==> src/logic/asr_defs.svh <==
// Register offsets, field positions, reset values and timing counts
`ifndef ASR_DEFS_SVH
`define ASR_DEFS_SVH

// ****************************************
// Register byte offsets
// ****************************************
`define ASR_OFF_RX_STATUS 8'h00
`define ASR_OFF_RX_BUFFER 8'h04
`define ASR_OFF_TX_STATUS 8'h08
`define ASR_OFF_BAUD_CTRL 8'h0C
`define ASR_OFF_DIV_HIGH 8'h10
`define ASR_OFF_DIV_LOW 8'h14
`define ASR_OFF_INT_CTRL 8'h18

// ****************************************
// Field positions
// ****************************************
`define ASR_BIT_PORT_ENABLE 7
`define ASR_BIT_NINTH_EN 6
`define ASR_BIT_CONT_EN 4
`define ASR_BIT_ADDR_DET 3
`define ASR_BIT_SYNC_SEL 4
`define ASR_BIT_HIGH_SPEED 2
`define ASR_BIT_WIDE_DIV 3
`define ASR_BIT_WAKE_EN 1
`define ASR_BIT_GLOBAL_IE 7
`define ASR_BIT_PERIPH_IE 6
`define ASR_BIT_RX_PRIO 2
`define ASR_BIT_RX_IE 1

// ****************************************
// Reset values and timing counts
// ****************************************
`define ASR_RST_BYTE 8'h00
`define ASR_RST_DIV 16'h0000
`define ASR_OS_LAST 4'hF
`define ASR_OS_MID 4'h7
`define ASR_SLOW_PRE_LAST 2'h3
`define ASR_LAST_BIT_8 4'h7
`define ASR_LAST_BIT_9 4'h8
`define ASR_RESP_OKAY 2'h0
`define ASR_RESP_SLVERR 2'h2

`endif

==> src/logic/asr_pkg.sv <==
// Types shared by the serial receiver modules
package asr_pkg;

  // Receiver states, one-hot
  typedef enum logic [3:0] {
    st_idle = 4'h1,
    st_start = 4'h2,
    st_data = 4'h4,
    st_stop = 4'h8
  } asr_state_t;

endpackage : asr_pkg

==> src/logic/asr_brg_if.sv <==
// Link between receiver core and baud tick generator
`timescale 1ns/1ns
interface asr_brg_if;
  logic [15:0] divisor;
  logic fast;
  logic wide;
  logic run;
  logic tick;

  modport gen (input divisor, input fast, input wide, input run,
    output tick);
  modport user (output divisor, output fast, output wide, output run,
    input tick);
endinterface : asr_brg_if

==> src/logic/asr_baud_gen.sv <==
// Baud tick generator at sixteen times the bit rate
`timescale 1ns/1ns
`include "asr_defs.svh"
module asr_baud_gen (
  input wire logic aclk,
  input wire logic aresetn,
  asr_brg_if.gen bus
);

  logic [15:0] cnt_q;
  logic [1:0] pre_q;
  logic [15:0] reload;

  // Eight-bit divisor unless the wide option is chosen
  assign reload = bus.wide ? bus.divisor : {8'h00, bus.divisor[7:0]};

  // Divisor counter; slow mode runs the generator at x64, /4 for x16
  always_ff @(posedge aclk) begin
    if (!aresetn || !bus.run) begin
      cnt_q <= `ASR_RST_DIV;
      pre_q <= 2'h0;
      bus.tick <= 1'h0;
    end else if (cnt_q == 16'h0000) begin
      cnt_q <= reload;
      pre_q <= pre_q + 2'h1;
      bus.tick <= bus.fast || (pre_q == `ASR_SLOW_PRE_LAST);
    end else begin
      cnt_q <= cnt_q - 16'h0001;
      bus.tick <= 1'h0;
    end
  end

endmodule : asr_baud_gen

==> src/logic/asr_rx_top.sv <==
// Asynchronous serial receiver with address detect and wake-up
`timescale 1ns/1ns
`include "asr_defs.svh"
// Behaviour
// - Recover line data by sampling at sixteen times the bit rate.
// - Asynchronous operation only with sync select clear, port enabled.
// - Ninth-bit enable gives nine data bits, ninth kept in status.
// - Reception happens only while continuous receive is enabled.
// - Character done sets flag; interrupt only if receive enable set.
// - Low eight data bits appear in the receive buffer.
// - Clearing continuous receive clears latched errors.
// - Global and peripheral enables both needed for interrupts.
// - Priority bit routes the interrupt to high or low output.
// - Address detect enable with nine bits selects address mode.
// - With address detect cleared every character is loaded.
// - In sleep the divisor stops and no characters are received.
// - Wake enable suspends reception and holds the receiver idle.
// - Falling line edge is the wake event, asynchronous mode only.
// - Wake event sets the receive flag.
// - Reading the buffer clears the wake-raised flag.
// - First rising edge after wake clears wake enable.
// - Unimplemented register bits read as zero.
// - Frames are start bit, eight or nine data LSB first, stop.
// - Generator runs at x16 or x64 by speed and width options.
// - Receiver idle status bit readable by software.
module asr_rx_top #(
  parameter int ADDR_W = 8
) (
  input wire logic aclk,
  input wire logic aresetn,
  input wire logic [ADDR_W-1:0] awaddr,
  input wire logic awvalid,
  output logic awready,
  input wire logic [31:0] wdata,
  input wire logic [3:0] wstrb,
  input wire logic wvalid,
  output logic wready,
  output logic [1:0] bresp,
  output logic bvalid,
  input wire logic bready,
  input wire logic [ADDR_W-1:0] araddr,
  input wire logic arvalid,
  output logic arready,
  output logic [31:0] rdata,
  output logic [1:0] rresp,
  output logic rvalid,
  input wire logic rready,
  input wire logic serial_receive_line,
  input wire logic sleep_mode,
  output logic irq_high,
  output logic irq_low
);

  // ****************************************
  // Declarations
  // ****************************************
  logic awready_q, wready_q, bvalid_q, arready_q, rvalid_q;
  logic [1:0] bresp_q, rresp_q;
  logic [31:0] rdata_q;
  logic [ADDR_W-1:0] awaddr_q;
  logic [7:0] wdata_q;
  logic wstrb_q;
  logic port_en_q, ninth_en_q, cont_en_q, addr_det_q;
  logic framing_error_flag_q, overrun_error_flag_q, ninth_q;
  logic sync_sel_q, high_speed_q, wide_div_q, wue_q;
  logic [7:0] div_hi_q, div_lo_q;
  logic gie_q, peripheral_interrupt_enable_q, receive_interrupt_enable_q, receive_interrupt_priority_q;
  logic [7:0] buf_q;
  logic full_q, wake_flag_q, wake_seen_q;
  logic irq_high_q, irq_low_q;
  asr_pkg::asr_state_t st_q;
  logic [3:0] os_q, bit_q;
  logic [8:0] sh_q;
  logic rx_meta_q, rx_sync_q, rx_prev_q;
  logic wr_en, rd_fire, rd_buf, async_md, rx_en, fall_e, rise_e;
  logic complete, char_ok, load, overrun, rx_flag, is_idle;
  logic rd_hit;
  logic [7:0] rd_val, data8;
  logic ninth_rx;
  asr_brg_if brg ();

  // Bus outputs straight from flops
  assign awready = awready_q;
  assign wready = wready_q;
  assign bvalid = bvalid_q;
  assign bresp = bresp_q;
  assign arready = arready_q;
  assign rvalid = rvalid_q;
  assign rdata = rdata_q;
  assign rresp = rresp_q;
  assign irq_high = irq_high_q;
  assign irq_low = irq_low_q;

  // ****************************************
  // AXI4-Lite slave
  // ****************************************
  // Write fires once both address and data are held and byte lane 0 is strobed
  assign wr_en = !awready_q && !wready_q && !bvalid_q && wstrb_q;
  assign rd_fire = arvalid && arready_q;
  assign rd_buf = rd_fire && (araddr == `ASR_OFF_RX_BUFFER);

  // Write channels taken in either order, released after response
  always_ff @(posedge aclk) begin
    if (!aresetn) begin
      awready_q <= 1'h1;
      wready_q <= 1'h1;
      bvalid_q <= 1'h0;
      bresp_q <= `ASR_RESP_OKAY;
      awaddr_q <= '0;
      wdata_q <= `ASR_RST_BYTE;
      wstrb_q <= 1'h0;
    end else begin
      if (awvalid && awready_q) begin
        awready_q <= 1'h0;
        awaddr_q <= awaddr;
      end
      if (wvalid && wready_q) begin
        wready_q <= 1'h0;
        wdata_q <= wdata[7:0];
        wstrb_q <= wstrb[0];
      end
      if (!awready_q && !wready_q && !bvalid_q) begin
        bvalid_q <= 1'h1;
        bresp_q <= (awaddr_q > `ASR_OFF_INT_CTRL || awaddr_q[1:0] != 2'h0)
          ? `ASR_RESP_SLVERR : `ASR_RESP_OKAY;
      end
      if (bvalid_q && bready) begin
        bvalid_q <= 1'h0;
        awready_q <= 1'h1;
        wready_q <= 1'h1;
      end
    end
  end

  // Read data mux; unimplemented bits are zero
  always_comb begin
    rd_hit = 1'h1;
    case (araddr)
      `ASR_OFF_RX_STATUS: rd_val = {port_en_q, ninth_en_q, 1'h0,
        cont_en_q, addr_det_q, framing_error_flag_q, overrun_error_flag_q, ninth_q};
      `ASR_OFF_RX_BUFFER: rd_val = buf_q;
      `ASR_OFF_TX_STATUS: rd_val = {3'h0, sync_sel_q, 1'h0,
        high_speed_q, 2'h0};
      `ASR_OFF_BAUD_CTRL: rd_val = {1'h0, is_idle, 2'h0, wide_div_q,
        1'h0, wue_q, 1'h0};
      `ASR_OFF_DIV_HIGH: rd_val = div_hi_q;
      `ASR_OFF_DIV_LOW: rd_val = div_lo_q;
      `ASR_OFF_INT_CTRL: rd_val = {gie_q, peripheral_interrupt_enable_q, 3'h0, receive_interrupt_priority_q,
        receive_interrupt_enable_q, rx_flag};
      default: begin
        rd_val = `ASR_RST_BYTE;
        rd_hit = 1'h0;
      end
    endcase
  end

  // Read answer one cycle after the address is taken
  always_ff @(posedge aclk) begin
    if (!aresetn) begin
      arready_q <= 1'h1;
      rvalid_q <= 1'h0;
      rdata_q <= 32'h0000_0000;
      rresp_q <= `ASR_RESP_OKAY;
    end else if (rd_fire) begin
      arready_q <= 1'h0;
      rvalid_q <= 1'h1;
      rdata_q <= {24'h00_0000, rd_val};
      rresp_q <= rd_hit ? `ASR_RESP_OKAY : `ASR_RESP_SLVERR;
    end else if (rvalid_q && rready) begin
      rvalid_q <= 1'h0;
      arready_q <= 1'h1;
    end
  end

  // ****************************************
  // Control registers
  // ****************************************
  // Software-written control fields
  always_ff @(posedge aclk) begin
    if (!aresetn) begin
      port_en_q <= 1'h0;
      ninth_en_q <= 1'h0;
      cont_en_q <= 1'h0;
      addr_det_q <= 1'h0;
      sync_sel_q <= 1'h0;
      high_speed_q <= 1'h0;
      wide_div_q <= 1'h0;
      div_hi_q <= `ASR_RST_BYTE;
      div_lo_q <= `ASR_RST_BYTE;
      gie_q <= 1'h0;
      peripheral_interrupt_enable_q <= 1'h0;
      receive_interrupt_enable_q <= 1'h0;
      receive_interrupt_priority_q <= 1'h0;
    end else if (wr_en) begin
      case (awaddr_q)
        `ASR_OFF_RX_STATUS: begin
          port_en_q <= wdata_q[`ASR_BIT_PORT_ENABLE];
          ninth_en_q <= wdata_q[`ASR_BIT_NINTH_EN];
          cont_en_q <= wdata_q[`ASR_BIT_CONT_EN];
          addr_det_q <= wdata_q[`ASR_BIT_ADDR_DET];
        end
        `ASR_OFF_TX_STATUS: begin
          sync_sel_q <= wdata_q[`ASR_BIT_SYNC_SEL];
          high_speed_q <= wdata_q[`ASR_BIT_HIGH_SPEED];
        end
        `ASR_OFF_BAUD_CTRL: wide_div_q <= wdata_q[`ASR_BIT_WIDE_DIV];
        `ASR_OFF_DIV_HIGH: div_hi_q <= wdata_q;
        `ASR_OFF_DIV_LOW: div_lo_q <= wdata_q;
        `ASR_OFF_INT_CTRL: begin
          gie_q <= wdata_q[`ASR_BIT_GLOBAL_IE];
          peripheral_interrupt_enable_q <= wdata_q[`ASR_BIT_PERIPH_IE];
          receive_interrupt_priority_q <= wdata_q[`ASR_BIT_RX_PRIO];
          receive_interrupt_enable_q <= wdata_q[`ASR_BIT_RX_IE];
        end
        default: ;
      endcase
    end
  end

  // ****************************************
  // Line sampling and baud ticks
  // ****************************************
  // Two-flop synchroniser, then edge history
  always_ff @(posedge aclk) begin
    if (!aresetn) begin
      rx_meta_q <= 1'h1;
      rx_sync_q <= 1'h1;
      rx_prev_q <= 1'h1;
    end else begin
      rx_meta_q <= serial_receive_line;
      rx_sync_q <= rx_meta_q;
      rx_prev_q <= rx_sync_q;
    end
  end

  assign fall_e = rx_prev_q && !rx_sync_q;
  assign rise_e = !rx_prev_q && rx_sync_q;
  assign async_md = port_en_q && !sync_sel_q;
  // Reception gated by mode, enable, wake, sleep and overrun
  assign rx_en = async_md && cont_en_q && !wue_q && !sleep_mode
    && !overrun_error_flag_q;

  // Generator stops while asleep or out of asynchronous mode
  assign brg.divisor = {div_hi_q, div_lo_q};
  assign brg.fast = high_speed_q || wide_div_q;
  assign brg.wide = wide_div_q;
  assign brg.run = async_md && !sleep_mode;

  asr_baud_gen asr_baud_gen_inst (
    .aclk (aclk),
    .aresetn (aresetn),
    .bus (brg.gen)
  );

  // ****************************************
  // Receive state machine
  // ****************************************
  // Start at mid start bit, then one sample per sixteen ticks
  always_ff @(posedge aclk) begin
    if (!aresetn || !rx_en) begin
      st_q <= asr_pkg::st_idle;
      os_q <= 4'h0;
      bit_q <= 4'h0;
      sh_q <= 9'h000;
    end else if (brg.tick) begin
      case (st_q)
        asr_pkg::st_idle: begin
          os_q <= 4'h0;
          if (!rx_sync_q) begin
            st_q <= asr_pkg::st_start;
          end
        end
        asr_pkg::st_start: begin
          os_q <= os_q + 4'h1;
          if (os_q == `ASR_OS_MID) begin
            os_q <= 4'h0;
            bit_q <= 4'h0;
            st_q <= rx_sync_q ? asr_pkg::st_idle : asr_pkg::st_data;
          end
        end
        asr_pkg::st_data: begin
          os_q <= os_q + 4'h1;
          if (os_q == `ASR_OS_LAST) begin
            sh_q <= {rx_sync_q, sh_q[8:1]};
            bit_q <= bit_q + 4'h1;
            if (bit_q == (ninth_en_q ? `ASR_LAST_BIT_9
                : `ASR_LAST_BIT_8)) begin
              st_q <= asr_pkg::st_stop;
            end
          end
        end
        asr_pkg::st_stop: begin
          os_q <= os_q + 4'h1;
          if (os_q == `ASR_OS_LAST) begin
            st_q <= asr_pkg::st_idle;
          end
        end
        default: st_q <= asr_pkg::st_idle;
      endcase
    end
  end

  assign is_idle = (st_q == asr_pkg::st_idle);
  assign complete = (st_q == asr_pkg::st_stop) && brg.tick
    && (os_q == `ASR_OS_LAST) && rx_en;
  assign data8 = ninth_en_q ? sh_q[7:0] : sh_q[8:1];
  assign ninth_rx = ninth_en_q && sh_q[8];
  // Address mode keeps only characters with ninth bit set
  assign char_ok = !(addr_det_q && ninth_en_q && !ninth_rx);
  assign load = complete && char_ok && !full_q;
  assign overrun = complete && char_ok && full_q;

  // ****************************************
  // Receive buffer and error flags
  // ****************************************
  // Load wins over a buffer read in the same cycle
  always_ff @(posedge aclk) begin
    if (!aresetn) begin
      buf_q <= `ASR_RST_BYTE;
      ninth_q <= 1'h0;
      full_q <= 1'h0;
    end else if (load) begin
      buf_q <= data8;
      ninth_q <= ninth_rx;
      full_q <= 1'h1;
    end else if (rd_buf) begin
      full_q <= 1'h0;
    end
  end

  // Overrun latches until continuous receive is cleared; framing error is rewritten on each load
  always_ff @(posedge aclk) begin
    if (!aresetn || !cont_en_q) begin
      framing_error_flag_q <= 1'h0;
      overrun_error_flag_q <= 1'h0;
    end else begin
      if (load) begin
        framing_error_flag_q <= !rx_sync_q;
      end
      if (overrun) begin
        overrun_error_flag_q <= 1'h1;
      end
    end
  end

  // ****************************************
  // Wake on falling edge
  // ****************************************
  // Software write to wake enable, hardware clear after wake
  always_ff @(posedge aclk) begin
    if (!aresetn) begin
      wue_q <= 1'h0;
      wake_seen_q <= 1'h0;
    end else if (wr_en && awaddr_q == `ASR_OFF_BAUD_CTRL) begin
      wue_q <= wdata_q[`ASR_BIT_WAKE_EN];
      wake_seen_q <= 1'h0;
    end else if (wue_q && async_md) begin
      if (!wake_seen_q && fall_e) begin
        wake_seen_q <= 1'h1;
      end else if (wake_seen_q && rise_e) begin
        wue_q <= 1'h0;
        wake_seen_q <= 1'h0;
      end
    end
  end

  // Wake raises the receive flag, set wins over read clear
  always_ff @(posedge aclk) begin
    if (!aresetn) begin
      wake_flag_q <= 1'h0;
    end else if (wue_q && async_md && !wake_seen_q && fall_e) begin
      wake_flag_q <= 1'h1;
    end else if (rd_buf) begin
      wake_flag_q <= 1'h0;
    end
  end

  // ****************************************
  // Interrupt request outputs
  // ****************************************
  assign rx_flag = full_q || wake_flag_q;

  // Gated by enables, routed by priority
  always_ff @(posedge aclk) begin
    if (!aresetn) begin
      irq_high_q <= 1'h0;
      irq_low_q <= 1'h0;
    end else begin
      irq_high_q <= rx_flag && receive_interrupt_enable_q && gie_q && peripheral_interrupt_enable_q && receive_interrupt_priority_q;
      irq_low_q <= rx_flag && receive_interrupt_enable_q && gie_q && peripheral_interrupt_enable_q && !receive_interrupt_priority_q;
    end
  end
endmodule : asr_rx_top

==> config.mk <==
export PLATFORM = sky130hd
export DESIGN_NAME = asr_rx_top
export DESIGN_NICKNAME = d
export VERILOG_FILES = /design/src/logic/asr_pkg.sv /design/src/logic/asr_brg_if.sv /design/src/logic/asr_baud_gen.sv /design/src/logic/asr_rx_top.sv
export VERILOG_INCLUDE_DIRS = /design/src /design/src/logic
export SDC_FILE = /design/constraint.sdc
export NUM_CORES = 1
export LEC_CHECK = 0
export ABC_AREA = 1
export BUFFER_PORTS_ARGS = -buffer_cell sky130_fd_sc_hd__buf_2
export CAP_MARGIN = 20
export CORE_ASPECT_RATIO = 0.8
export CORE_MARGIN = 3
export CORE_UTILIZATION = 40
export CTS_CLUSTER_DIAMETER = 120
export DETAILED_ROUTE_END_ITERATION = 16
export GPL_TIMING_DRIVEN = 0
export PLACE_DENSITY = 0.62
export SYNTH_ARGS = -nofsm -noshare
export SYNTH_HDL_FRONTEND = slang
export SYNTH_SLANG_ARGS = --single-unit
==> constraint.sdc <==
create_clock -name aclk -period 1.59 [get_ports aclk]
set_input_delay 0.2385 -clock aclk [delete_from_list [all_inputs] [get_ports aclk]]
set_output_delay 0.2385 -clock aclk [all_outputs]
set_load 0.01 [all_outputs]
After elaboration in Yosys (flattened, before gate mapping)
Cells that the tools add are included.
- $add $sub $neg: 4
- magnitude comparators: 1
- equality and inequality tests: 25
- multiplexer cells: 32
- bitwise operators: 2
- reductions and logical operators: 91
- operators by type and width (cell ; number):
    case mux 8 bit (7 select lines) ; 1
    equality test 8 x 5 -> 1 bit (second input constant) ; 6
    logical AND 1 bit ; 37
    two-way mux 4 bit ; 9
    equality test 8 x 4 -> 1 bit (second input constant) ; 4
    two-way mux 16 bit ; 2
    zero test 1 bit ; 18
    zero test 16 bit ; 1
    zero test 8 bit ; 2
    case mux 4 bit (4 select lines) ; 1
    AND reduction 2 bit ; 8
    nonzero test 2 bit ; 8
    subtractor 16 x 1 -> 16 bit (second input constant) ; 1
    two-way mux 1 bit ; 13
    != test 2 bit (second input constant) ; 6
    case mux 4 bit (3 select lines) ; 1
    adder 4 x 1 -> 4 bit (second input constant) ; 2
    equality test 4 x 3 -> 1 bit (second input constant) ; 2
    equality test 4 bit (second input constant) ; 2
    equality test 8 x 3 -> 1 bit (second input constant) ; 1
    greater-than comparator 8 x 5 -> 1 bit (second input constant) ; 1
    two-way mux 8 bit ; 1
    case mux 4 bit (2 select lines) ; 1
    OR reduction 2 bit ; 4
    14 further kinds ; 23
- bits in registers: 121
- bits of input ports: 61
- output and inout port bits: 43
- word-level logic and storage cells: 199

Longest topological paths before layout
Gate-level depths: netlist (run 1).
- word-level depth: 10
- gate-level depth with buffers: 11
- gate-level depth less buffers: 11

Hierarchy
A second synthesis (run 1) with hierarchy kept.
- cells, all modules: 844
- area total of the unflattened synthesis: 5826.8 µm²
- modules (own cells, without submodules) (module ; instances ; cells an instance ; area each (µm²) ; seq. area each (µm²)):
    asr_rx_top ; 1 ; 674 ; 4704.5 ; 2001.9
    asr_baud_gen ; 1 ; 170 ; 1122.3 ; 380.4

Worst setup path after synthesis (run 1)
Ideal clock, no wire load.
- kind: flip-flop to flip-flop
- from: reg os_q[0]
- to: reg sh_q[4]
- library setup time: 0.122 ns
- arrival: 1.287 ns
- data required time: 1.468 ns
- slack: 0.181 ns
- cell stages (with the launch flop): 8
- path buffers: 1
- clock period less this slack: 1.409 ns
- cell sequence: dfxtp_1 > ha_1 > nand4_2 > nor2_4 > inv_2 > buf_2 > o21ai_1 > a21oi_1
- cells in the longest elaborated chain, start to end: 2
- ends and longest elaborated chain (element ; RTL line ; RTL):
    start, declared ; asr_rx_top.sv:72 ; logic [3:0] os_q, bit_q;
    start signal, assigned ; asr_rx_top.sv:274 ; os_q <= os_q + 4'h1;
    start signal, assigned ; asr_rx_top.sv:282 ; os_q <= os_q + 4'h1;
    start signal, assigned ; asr_rx_top.sv:293 ; os_q <= os_q + 4'h1;
    equality test 4 bit (no line) ; n/a ;
    AND reduction 3 bit (no line) ; n/a ;
    end signal, assigned ; asr_rx_top.sv:284 ; sh_q <= {rx_sync_q, sh_q[8:1]};
    end, declared ; asr_rx_top.sv:73 ; logic [8:0] sh_q;
Every way passes these cells.
A chain may end at the register's enable or synchronous reset.

Worst setup path after layout (run 1)
- from: reg asr_baud_gen_inst.cnt_q[0]
- to: reg asr_baud_gen_inst.cnt_q[8]
- cells in the longest elaborated chain, start to end: 2
- elaborated cells on any way between the ends: 3
- classes of those cells: add/sub (1); mux (1); reduce/logical (1)
- ends and longest elaborated chain (element ; RTL line ; RTL):
    start, declared ; asr_baud_gen.sv:10 ; logic [15:0] cnt_q;
    start signal, assigned ; asr_baud_gen.sv:20 ; cnt_q <= `ASR_RST_DIV;
    start signal, assigned ; asr_baud_gen.sv:24 ; cnt_q <= reload;
    start signal, assigned ; asr_baud_gen.sv:28 ; cnt_q <= cnt_q - 16'h0001;
    subtractor 16 x 1 -> 16 bit / zero test 16 bit (equally long branches) ; asr_baud_gen.sv:28, asr_baud_gen.sv:23 ;
    two-way mux 16 bit (*) ; asr_baud_gen.sv:23 ; end else if (cnt_q == 16'h0000) begin
Mark *: on every way between the ends. The rest lies on a longest branch, timed or not.

==> flow_summary.yaml, run 1 <==
global_route:
  maximum_number_of_pins_on_one_net_before_global_route_repair: 17
  grtUsageTotal: 0.190
  antenna_violations_before_repair: 0
  gr-total-overflow: 0
  grt_pass1_wl_um: 24100
  first_global_vias: 4713
final_layout:
  commonest_non_fill_non_tap_cell_in_the_layout: "sky130_fd_sc_hd__dfxtp_1"
  fraction_of_layout_instances_using_a_drive_strength_above_1: 0.216
  num-nets-final: 984
  syn_to_final_growth_pct: 22.0
  mostFrequentLayoutCells: "sky130_fd_sc_hd__dfxtp_1, sky130_fd_sc_hd__nand2_1, sky130_fd_sc_hd__nor2_1"
  fillCellCount: 1409
  multi_input_comb_area_um2: 3010
  fin_util: 0.511
  register_area_um2: 2390
  n_antenna_cell: 0
  layoutNonFillerInstCount: 1109
logic_synthesis:
  seq_area_frac_synth: 0.408
  asyncSetResetFlopFracSynth: 0
  netlist_area_um2: 5830
  synth_cell_types: 43
  mux_contribution_to_synthesized_area: 0
  synth_warnings: 0
  fraction_of_the_mapped_netlist_area_in_compound_gates: 0.166
  syn-mean-instance-area_um2: 7.12
  count_of_flip_flops_with_a_built_in_enable_after_synthesis: 0
  synth_seq_cells: 119
  syn-instance-count: 819
  synth_ff_type: "sky130_fd_sc_hd__dfxtp_1"
  synth-simple-area-share: 0.283
  synth_top_family_by_area: "simple AND/OR/NAND/NOR gates"
  synth_xor_xnor_area_share: 0.0150
  post_synth_fa_ha_maj_area_fraction: 0.0107
cts:
  clk_pin_slew_ns: 0.05
  cts_h_tree_depth: 4
  number_of_sinks_handled_by_clock_tree_synthesis: 119
  tritoncts_buffers: 17
  cts-hold-fix-buffers: 0
  root_buffer: "sky130_fd_sc_hd__clkbuf_16"
  tritoncts: "yes"
  clkLatencyLatePin_ns: 0.41
  cts_buffer_depth: 2
hold_path:
  min-delay-path-class: "primary input to flip-flop"
  min_path_cells: 2
drt:
  route.detailed.drc: 0
  finalWirelength_um: 15000
  met2WireLength_um: 5610
  post_drt_wl_per_cell_um: 13.5
  antenna_violating_nets_post_route: 0
  detail_route.wirelength.met1_um: 8050
  detail_route.vias_per_cell: 4.87
  detailedRoute.firstPassIterationCount: 6
  top_layer: "met4"
  drt_first_iter_violations: 502
  met3WireLength_um: 1250
  route.vias.total: 5396
worst_setup_path:
  timing_worst_setup_path_type: "flip-flop to flip-flop"
  longest_individual_stage_delay_on_the_worst_path_ns: 0.31
  crit_chain: "inv_2 -> ha_4 -> nand3_1 -> nor2_1 -> nand2_2 -> clkbuf_2 -> buf_4 -> nand3_1 -> a21oi_1"
  crit_family: "buffers and inverters"
  critical_path_arrival_ns: 1.80
  worstPathMaxFanout: 6
  worstRegToRegCells: 9
  critical_path_required_ns: 1.89
  critPathMostFrequentCell: "sky130_fd_sc_hd__nand3_1"
  worst_setup_path_end_kind: "flip-flop"
  worst-path-stages: 9
  crit_path_start_kind: "flip-flop"
  buffers_plus_inverters_on_the_worst_setup_path: 3
  cpMaxStageDelayCell: "sky130_fd_sc_hd__dfxtp_1"
timing:
  post-route-min-period_ns: 1.51
  slew_violations: 0
  worst-slew-pin-transition_ns: 0.622
  slew-limit-headroom: 0.582
  timing_hold_violations_final: 0
  setup_repair_after_global_routing_missed_its_margin: "yes"
  final.period_utilization: 0.948
  achievable-frequency_mhz: 663
  finalHoldWorstSlack_ns: 0.0235
  clock_skew_ns: 0.00921
  report.final.setup_viol: 0
power:
  ir_drop_uv: 770
  p_leak_uw: 0.00305
  pd_cells_nw_per_um2: 954
flow_run:
  cap_violations: 0
placement:
  routability_cong: 0.850
  io_buffers: 50
  placed_cells: 1074
  dp.final_hpwl_um: 11200
floorplan:
  start_util: 0.419
  design.core.area_um2: 13900
  placementRows: 38
  design.die.area_um2: 16100
  fp.dieH_um: 114
  die-width_um: 141
  boundaryPins: 104
status:
  run_status: "finished clean"
-- what timing repair did --
item,in CTS,in global routing
setup buffers,1,4
pin swaps,1,12
hold endpoints to repair,0,0
resized for setup,4,56
setup endpoints to repair,8,58
-- path summary, 6_finish.rpt --
check,startpoint,to,slack (ns)
max,asr_baud_gen_inst.cnt_q[0]$_SDFF_PP0_,asr_baud_gen_inst.cnt_q[8]$_SDFF_PP0_,0.08
min,awvalid,awready$_SDFFE_PP1P_,0.02
max reg2reg,asr_baud_gen_inst.cnt_q[0]$_SDFF_PP0_,asr_baud_gen_inst.cnt_q[8]$_SDFF_PP0_,0.08
min reg2reg,rx_meta_q$_SDFF_PN1_,rx_sync_q$_SDFF_PN1_,0.41
-- worst register-to-register path, cell delays in order, from the launching register on --
cell and delay [ns]:
sky130_fd_sc_hd__dfxtp_1 0.31, sky130_fd_sc_hd__inv_2 0.10, sky130_fd_sc_hd__ha_4 0.15, sky130_fd_sc_hd__nand3_1 0.07, sky130_fd_sc_hd__nor2_1 0.13, sky130_fd_sc_hd__nand2_2 0.16, sky130_fd_sc_hd__clkbuf_2 0.19, sky130_fd_sc_hd__buf_4 0.15
sky130_fd_sc_hd__nand3_1 0.08, sky130_fd_sc_hd__a21oi_1 0.06
-- routing by layer --
metal,vias up,track usage
met5,-,0
li1,2832,-
met3,8,0.0520
met2,181,0.245
met1,2375,0.304
met4,0,0.0478
-- cells in the mapped netlist (2+ instances only) --
library cell,n,area (µm²)
sky130_fd_sc_hd__nand2_1,120,450
sky130_fd_sc_hd__nor3_1,12,60.1
sky130_fd_sc_hd__nand3_1,63,315
sky130_fd_sc_hd__nand2_2,5,31.3
sky130_fd_sc_hd__o21ai_1,12,60.1
sky130_fd_sc_hd__or2_2,3,18.8
sky130_fd_sc_hd__nor2_4,5,56.3
sky130_fd_sc_hd__o21ai_2,4,35.0
sky130_fd_sc_hd__xor2_1,8,70.1
sky130_fd_sc_hd__ha_1,5,62.6
sky130_fd_sc_hd__buf_2,9,45.0
sky130_fd_sc_hd__inv_2,6,22.5
sky130_fd_sc_hd__inv_1,89,334
sky130_fd_sc_hd__clkbuf_1,10,37.5
sky130_fd_sc_hd__a21boi_1,2,15.0
sky130_fd_sc_hd__a21oi_1,67,335
sky130_fd_sc_hd__nor2_1,111,417
sky130_fd_sc_hd__nor4_1,2,12.5
sky130_fd_sc_hd__dfxtp_1,119,2380
sky130_fd_sc_hd__a21oi_2,5,43.8
sky130_fd_sc_hd__xnor2_1,2,17.5
sky130_fd_sc_hd__nor2_2,11,68.8
sky130_fd_sc_hd__nand3_2,4,40.0
sky130_fd_sc_hd__nand4_1,9,56.3
sky130_fd_sc_hd__nand4_2,2,25.0
sky130_fd_sc_hd__o21ai_0,86,430
sky130_fd_sc_hd__buf_4,29,218
sky130_fd_sc_hd__o21bai_1,2,15.0
sky130_fd_sc_hd__a31oi_1,3,18.8
-- power breakdown --
| part | total (µW) | switching, µW | internal, µW |
|---|---|---|---|
| Sequential | 3080 | 48.4 | 3040 |
| Combinational | 407 | 253 | 154 |
| Clock | 3300 | 1260 | 2040 |
| Total | 6790 | 1560 | 5230 |
-- registers in the layout (all words and copies together) (netlist names), 2 cells and up --
signal and flops:
awaddr_q 8, sh_q 9, buf_q 8, wdata_q 8, rdata 8, os_q 4, bit_q 4, div_hi_q 8
asr_baud_gen_inst.pre_q 2, st_q 4, asr_baud_gen_inst.cnt_q 16, div_lo_q 8
-- per-stage QoR --
step | TNS [ns] | instance area [µm²] | setup WS [ns] | total power (µW)
6_report | 0 | 7120 | 0.0821 | 6790
5_1_grt | -0.0336 | 7120 | -0.00947 | 7050
4_1_cts | 0 | 6910 | 0.0123 | 6830
3_5_place_dp | -0.182 | 6400 | -0.0554 | 3530
3_3_place_gp | -0.217 | 6400 | -0.0709 | 3530
2_1_floorplan | 0 | 5930 | 0.181 | 3400
-- cell families after synthesis --
group,after synthesis
compound gates,183
xor+xnor,10
fa+ha+maj,5
buf+inv,146
flops,119
other cells,1
simple gates,355
-- final cells by class --
class | instances | share of cell area
clock buffers | 25 | 0.0668
well taps | 180 | 0.0316
plain buffers | 50 | 0.0455
inverters | 96 | 0.0522
multi-input cells | 579 | 0.423
flip-flops and latches | 119 | 0.336
clock inverters | 5 | 0.00352
repair buffers | 55 | 0.0418
Note: power is estimated with default switching activity, not from simulation.
==> run 2: changes to the inputs <==
--- a/config.mk
+++ b/config.mk
@@ -11,11 +11,11 @@
 export CAP_MARGIN = 20
 export CORE_ASPECT_RATIO = 0.8
 export CORE_MARGIN = 3
-export CORE_UTILIZATION = 40
+export CORE_UTILIZATION = 45
 export CTS_CLUSTER_DIAMETER = 120
 export DETAILED_ROUTE_END_ITERATION = 16
 export GPL_TIMING_DRIVEN = 0
-export PLACE_DENSITY = 0.62
+export PLACE_DENSITY = 0.69
 export SYNTH_ARGS = -nofsm -noshare
 export SYNTH_HDL_FRONTEND = slang
 export SYNTH_SLANG_ARGS = --single-unit
==> flow_summary.yaml, run 2 (synthesized netlist as in run 1, its figures left out) <==
cts:
  clk_pin_slew_ns: 0.05
  tritoncts_buffers: 17
  root_buffer: "sky130_fd_sc_hd__clkbuf_16"
  tritoncts: "yes"
  cts_h_tree_depth: 4
  cts_buffer_depth: 2
  clkLatencyLatePin_ns: 0.42
  number_of_sinks_handled_by_clock_tree_synthesis: 119
worst_setup_path:
  worst_r2r_startpoint: "ninth_en_q$_SDFFE_PN0P_"
  crit_chain: "buf_4 -> inv_1 -> nor3_2 -> nor2_1 -> nand4_4 -> o21ai_1 -> a21oi_1"
  crit-reg2reg-capture: "buf_q[0]$_SDFFE_PN0P_"
  worstPathMaxFanout: 10
  crit_family: "simple AND/OR/NAND/NOR gates"
  longest_individual_stage_delay_on_the_worst_path_ns: 0.29
  buffers_plus_inverters_on_the_worst_setup_path: 2
  r2r_slack_ns: 0.09
  worstRegToRegCells: 7
  timing_worst_setup_path_type: "flip-flop to flip-flop"
  cpMaxStageDelayCell: "sky130_fd_sc_hd__dfxtp_1"
  crit_path_start_kind: "flip-flop"
  critical_path_required_ns: 1.88
  worst_setup_path_end_kind: "flip-flop"
  critical_path_arrival_ns: 1.79
floorplan:
  die-width_um: 133
  design.core.area_um2: 12400
  fp.dieH_um: 108
  boundaryPins: 104
  placementRows: 36
  design.die.area_um2: 14400
  start_util: 0.469
timing:
  post-route-min-period_ns: 1.50
  finalHoldWorstSlack_ns: 0.0137
  worst-slew-pin-transition_ns: 0.607
  timing_hold_violations_final: 0
  slew_violations: 0
  final_setup_slack_of_the_worst_path_ns: 0.0935
  achievable-frequency_mhz: 668
  report.final.setup_viol: 0
  slew-limit-headroom: 0.596
  final.period_utilization: 0.941
  setup_repair_after_global_routing_missed_its_margin: "yes"
  clock_skew_ns: 0.00820
  totalNegativeSetupSlack_ns: 0
status:
  run_status: "finished clean"
final_layout:
  fraction_of_layout_instances_using_a_drive_strength_above_1: 0.211
  mostFrequentLayoutCells: "sky130_fd_sc_hd__nand2_1, sky130_fd_sc_hd__dfxtp_1, sky130_fd_sc_hd__nor2_1"
  fin_util: 0.573
  syn_to_final_growth_pct: 22.1
  fillCellCount: 1192
  layout_top_registers: "asr_baud_gen_inst.cnt_q x16, sh_q x9"
  largest_reg_flops: 16
  commonest_non_fill_non_tap_cell_in_the_layout: "sky130_fd_sc_hd__nand2_1"
  registers.top_by_ff_count: "asr_baud_gen_inst.cnt_q"
  register_area_um2: 2390
  num-nets-final: 986
  n_antenna_cell: 0
  multi_input_comb_area_um2: 2960
power:
  pd_cells_nw_per_um2: 999
  ir_drop_uv: 683
  p_leak_uw: 0.00306
hold_path:
  whs_endpoint: "wready$_SDFFE_PP1P_"
  hp-start: "wvalid"
  min-delay-path-class: "primary input to flip-flop"
  min_path_cells: 2
drt:
  detail_route.vias_per_cell: 4.96
  drt_first_iter_violations: 501
  detailedRoute.firstPassIterationCount: 5
  finalWirelength_um: 14800
  route.vias.total: 5481
  post_drt_wl_per_cell_um: 13.4
  antenna_violating_nets_post_route: 0
  route.detailed.drc: 0
global_route:
  first_global_vias: 4699
  maximum_number_of_pins_on_one_net_before_global_route_repair: 17
  grt_pass1_wl_um: 23800
  antenna_violations_before_repair: 0
  grtUsageTotal: 0.208
  gr-total-overflow: 0
placement:
  io_buffers: 50
  routability_cong: 0.869
  preCtsSetupSlack_ns: -0.0470
  dp.final_hpwl_um: 10800
flow_run:
  cap_violations: 0
==> run 2: what timing repair did <==
item / CTS / global route
hold buffers: 1 / 0
setup buffers: 1 / 5
pin swaps: 1 / 6
hold endpoints to repair: 1 / 0
gates resized for setup: 0 / 42
setup endpoints to repair: 7 / 52
==> run 2: metrics by stage <==
step	total power, µW	std cells	area [µm²]
floorplan	3400	844	5930
global placement	3520	1065	6390
detailed placement	3530	1065	6390
CTS	7120	1099	6970
global route	7340	1104	7120
finish	7110	1104	7120
==> run 2: where the power goes <==
group	internal (µW)	switching, µW	total [µW]
Combinational	155	253	408
Sequential	3040	48.8	3090
Clock	2220	1410	3620
==> run 2: worst max-delay path by stage <==
stage	end	slack, ns	start	cells after the start
after floorplan	sh_q[4]$_SDFFE_PP0P_	0.18	os_q[0]$_SDFFE_PP0P_	7
after global placement	buf_q[0]$_SDFFE_PN0P_	-0.08	os_q[0]$_SDFFE_PP0P_	6
after detailed placement	buf_q[0]$_SDFFE_PN0P_	-0.05	os_q[0]$_SDFFE_PP0P_	6
after CTS	buf_q[0]$_SDFFE_PN0P_	-0.06	os_q[0]$_SDFFE_PP0P_	6
after global routing	asr_baud_gen_inst.cnt_q[15]$_SDFF_PP0_	-0.02	asr_baud_gen_inst.cnt_q[0]$_SDFF_PP0_	8
final	buf_q[0]$_SDFFE_PN0P_	0.09	ninth_en_q$_SDFFE_PN0P_	7
==> run 2: layer usage <==
metal / share of wire / GRT usage / vias up / routed length [µm]
met3: 0.078 / 0.0444 / 18 / 1160
li1: - / - / 2840 / -
met1: 0.53 / 0.321 / 2432 / 7850
met5: 0 / 0 / - / 0
met2: 0.38 / 0.280 / 191 / 5660
met4: 0.011 / 0.0683 / 0 / 166
==> run 2: area by class of cell <==
| class | count | area share |
|---|---|---|
| Sequential cell | 119 | 0.335 |
| Tap cell | 171 | 0.0300 |
| Multi-Input combinational cell | 579 | 0.415 |
| Clock inverter | 12 | 0.0146 |
| Buffer | 50 | 0.0455 |
| Clock buffer | 20 | 0.0641 |
| Inverter | 96 | 0.0509 |
| Timing Repair Buffer | 57 | 0.0446 |
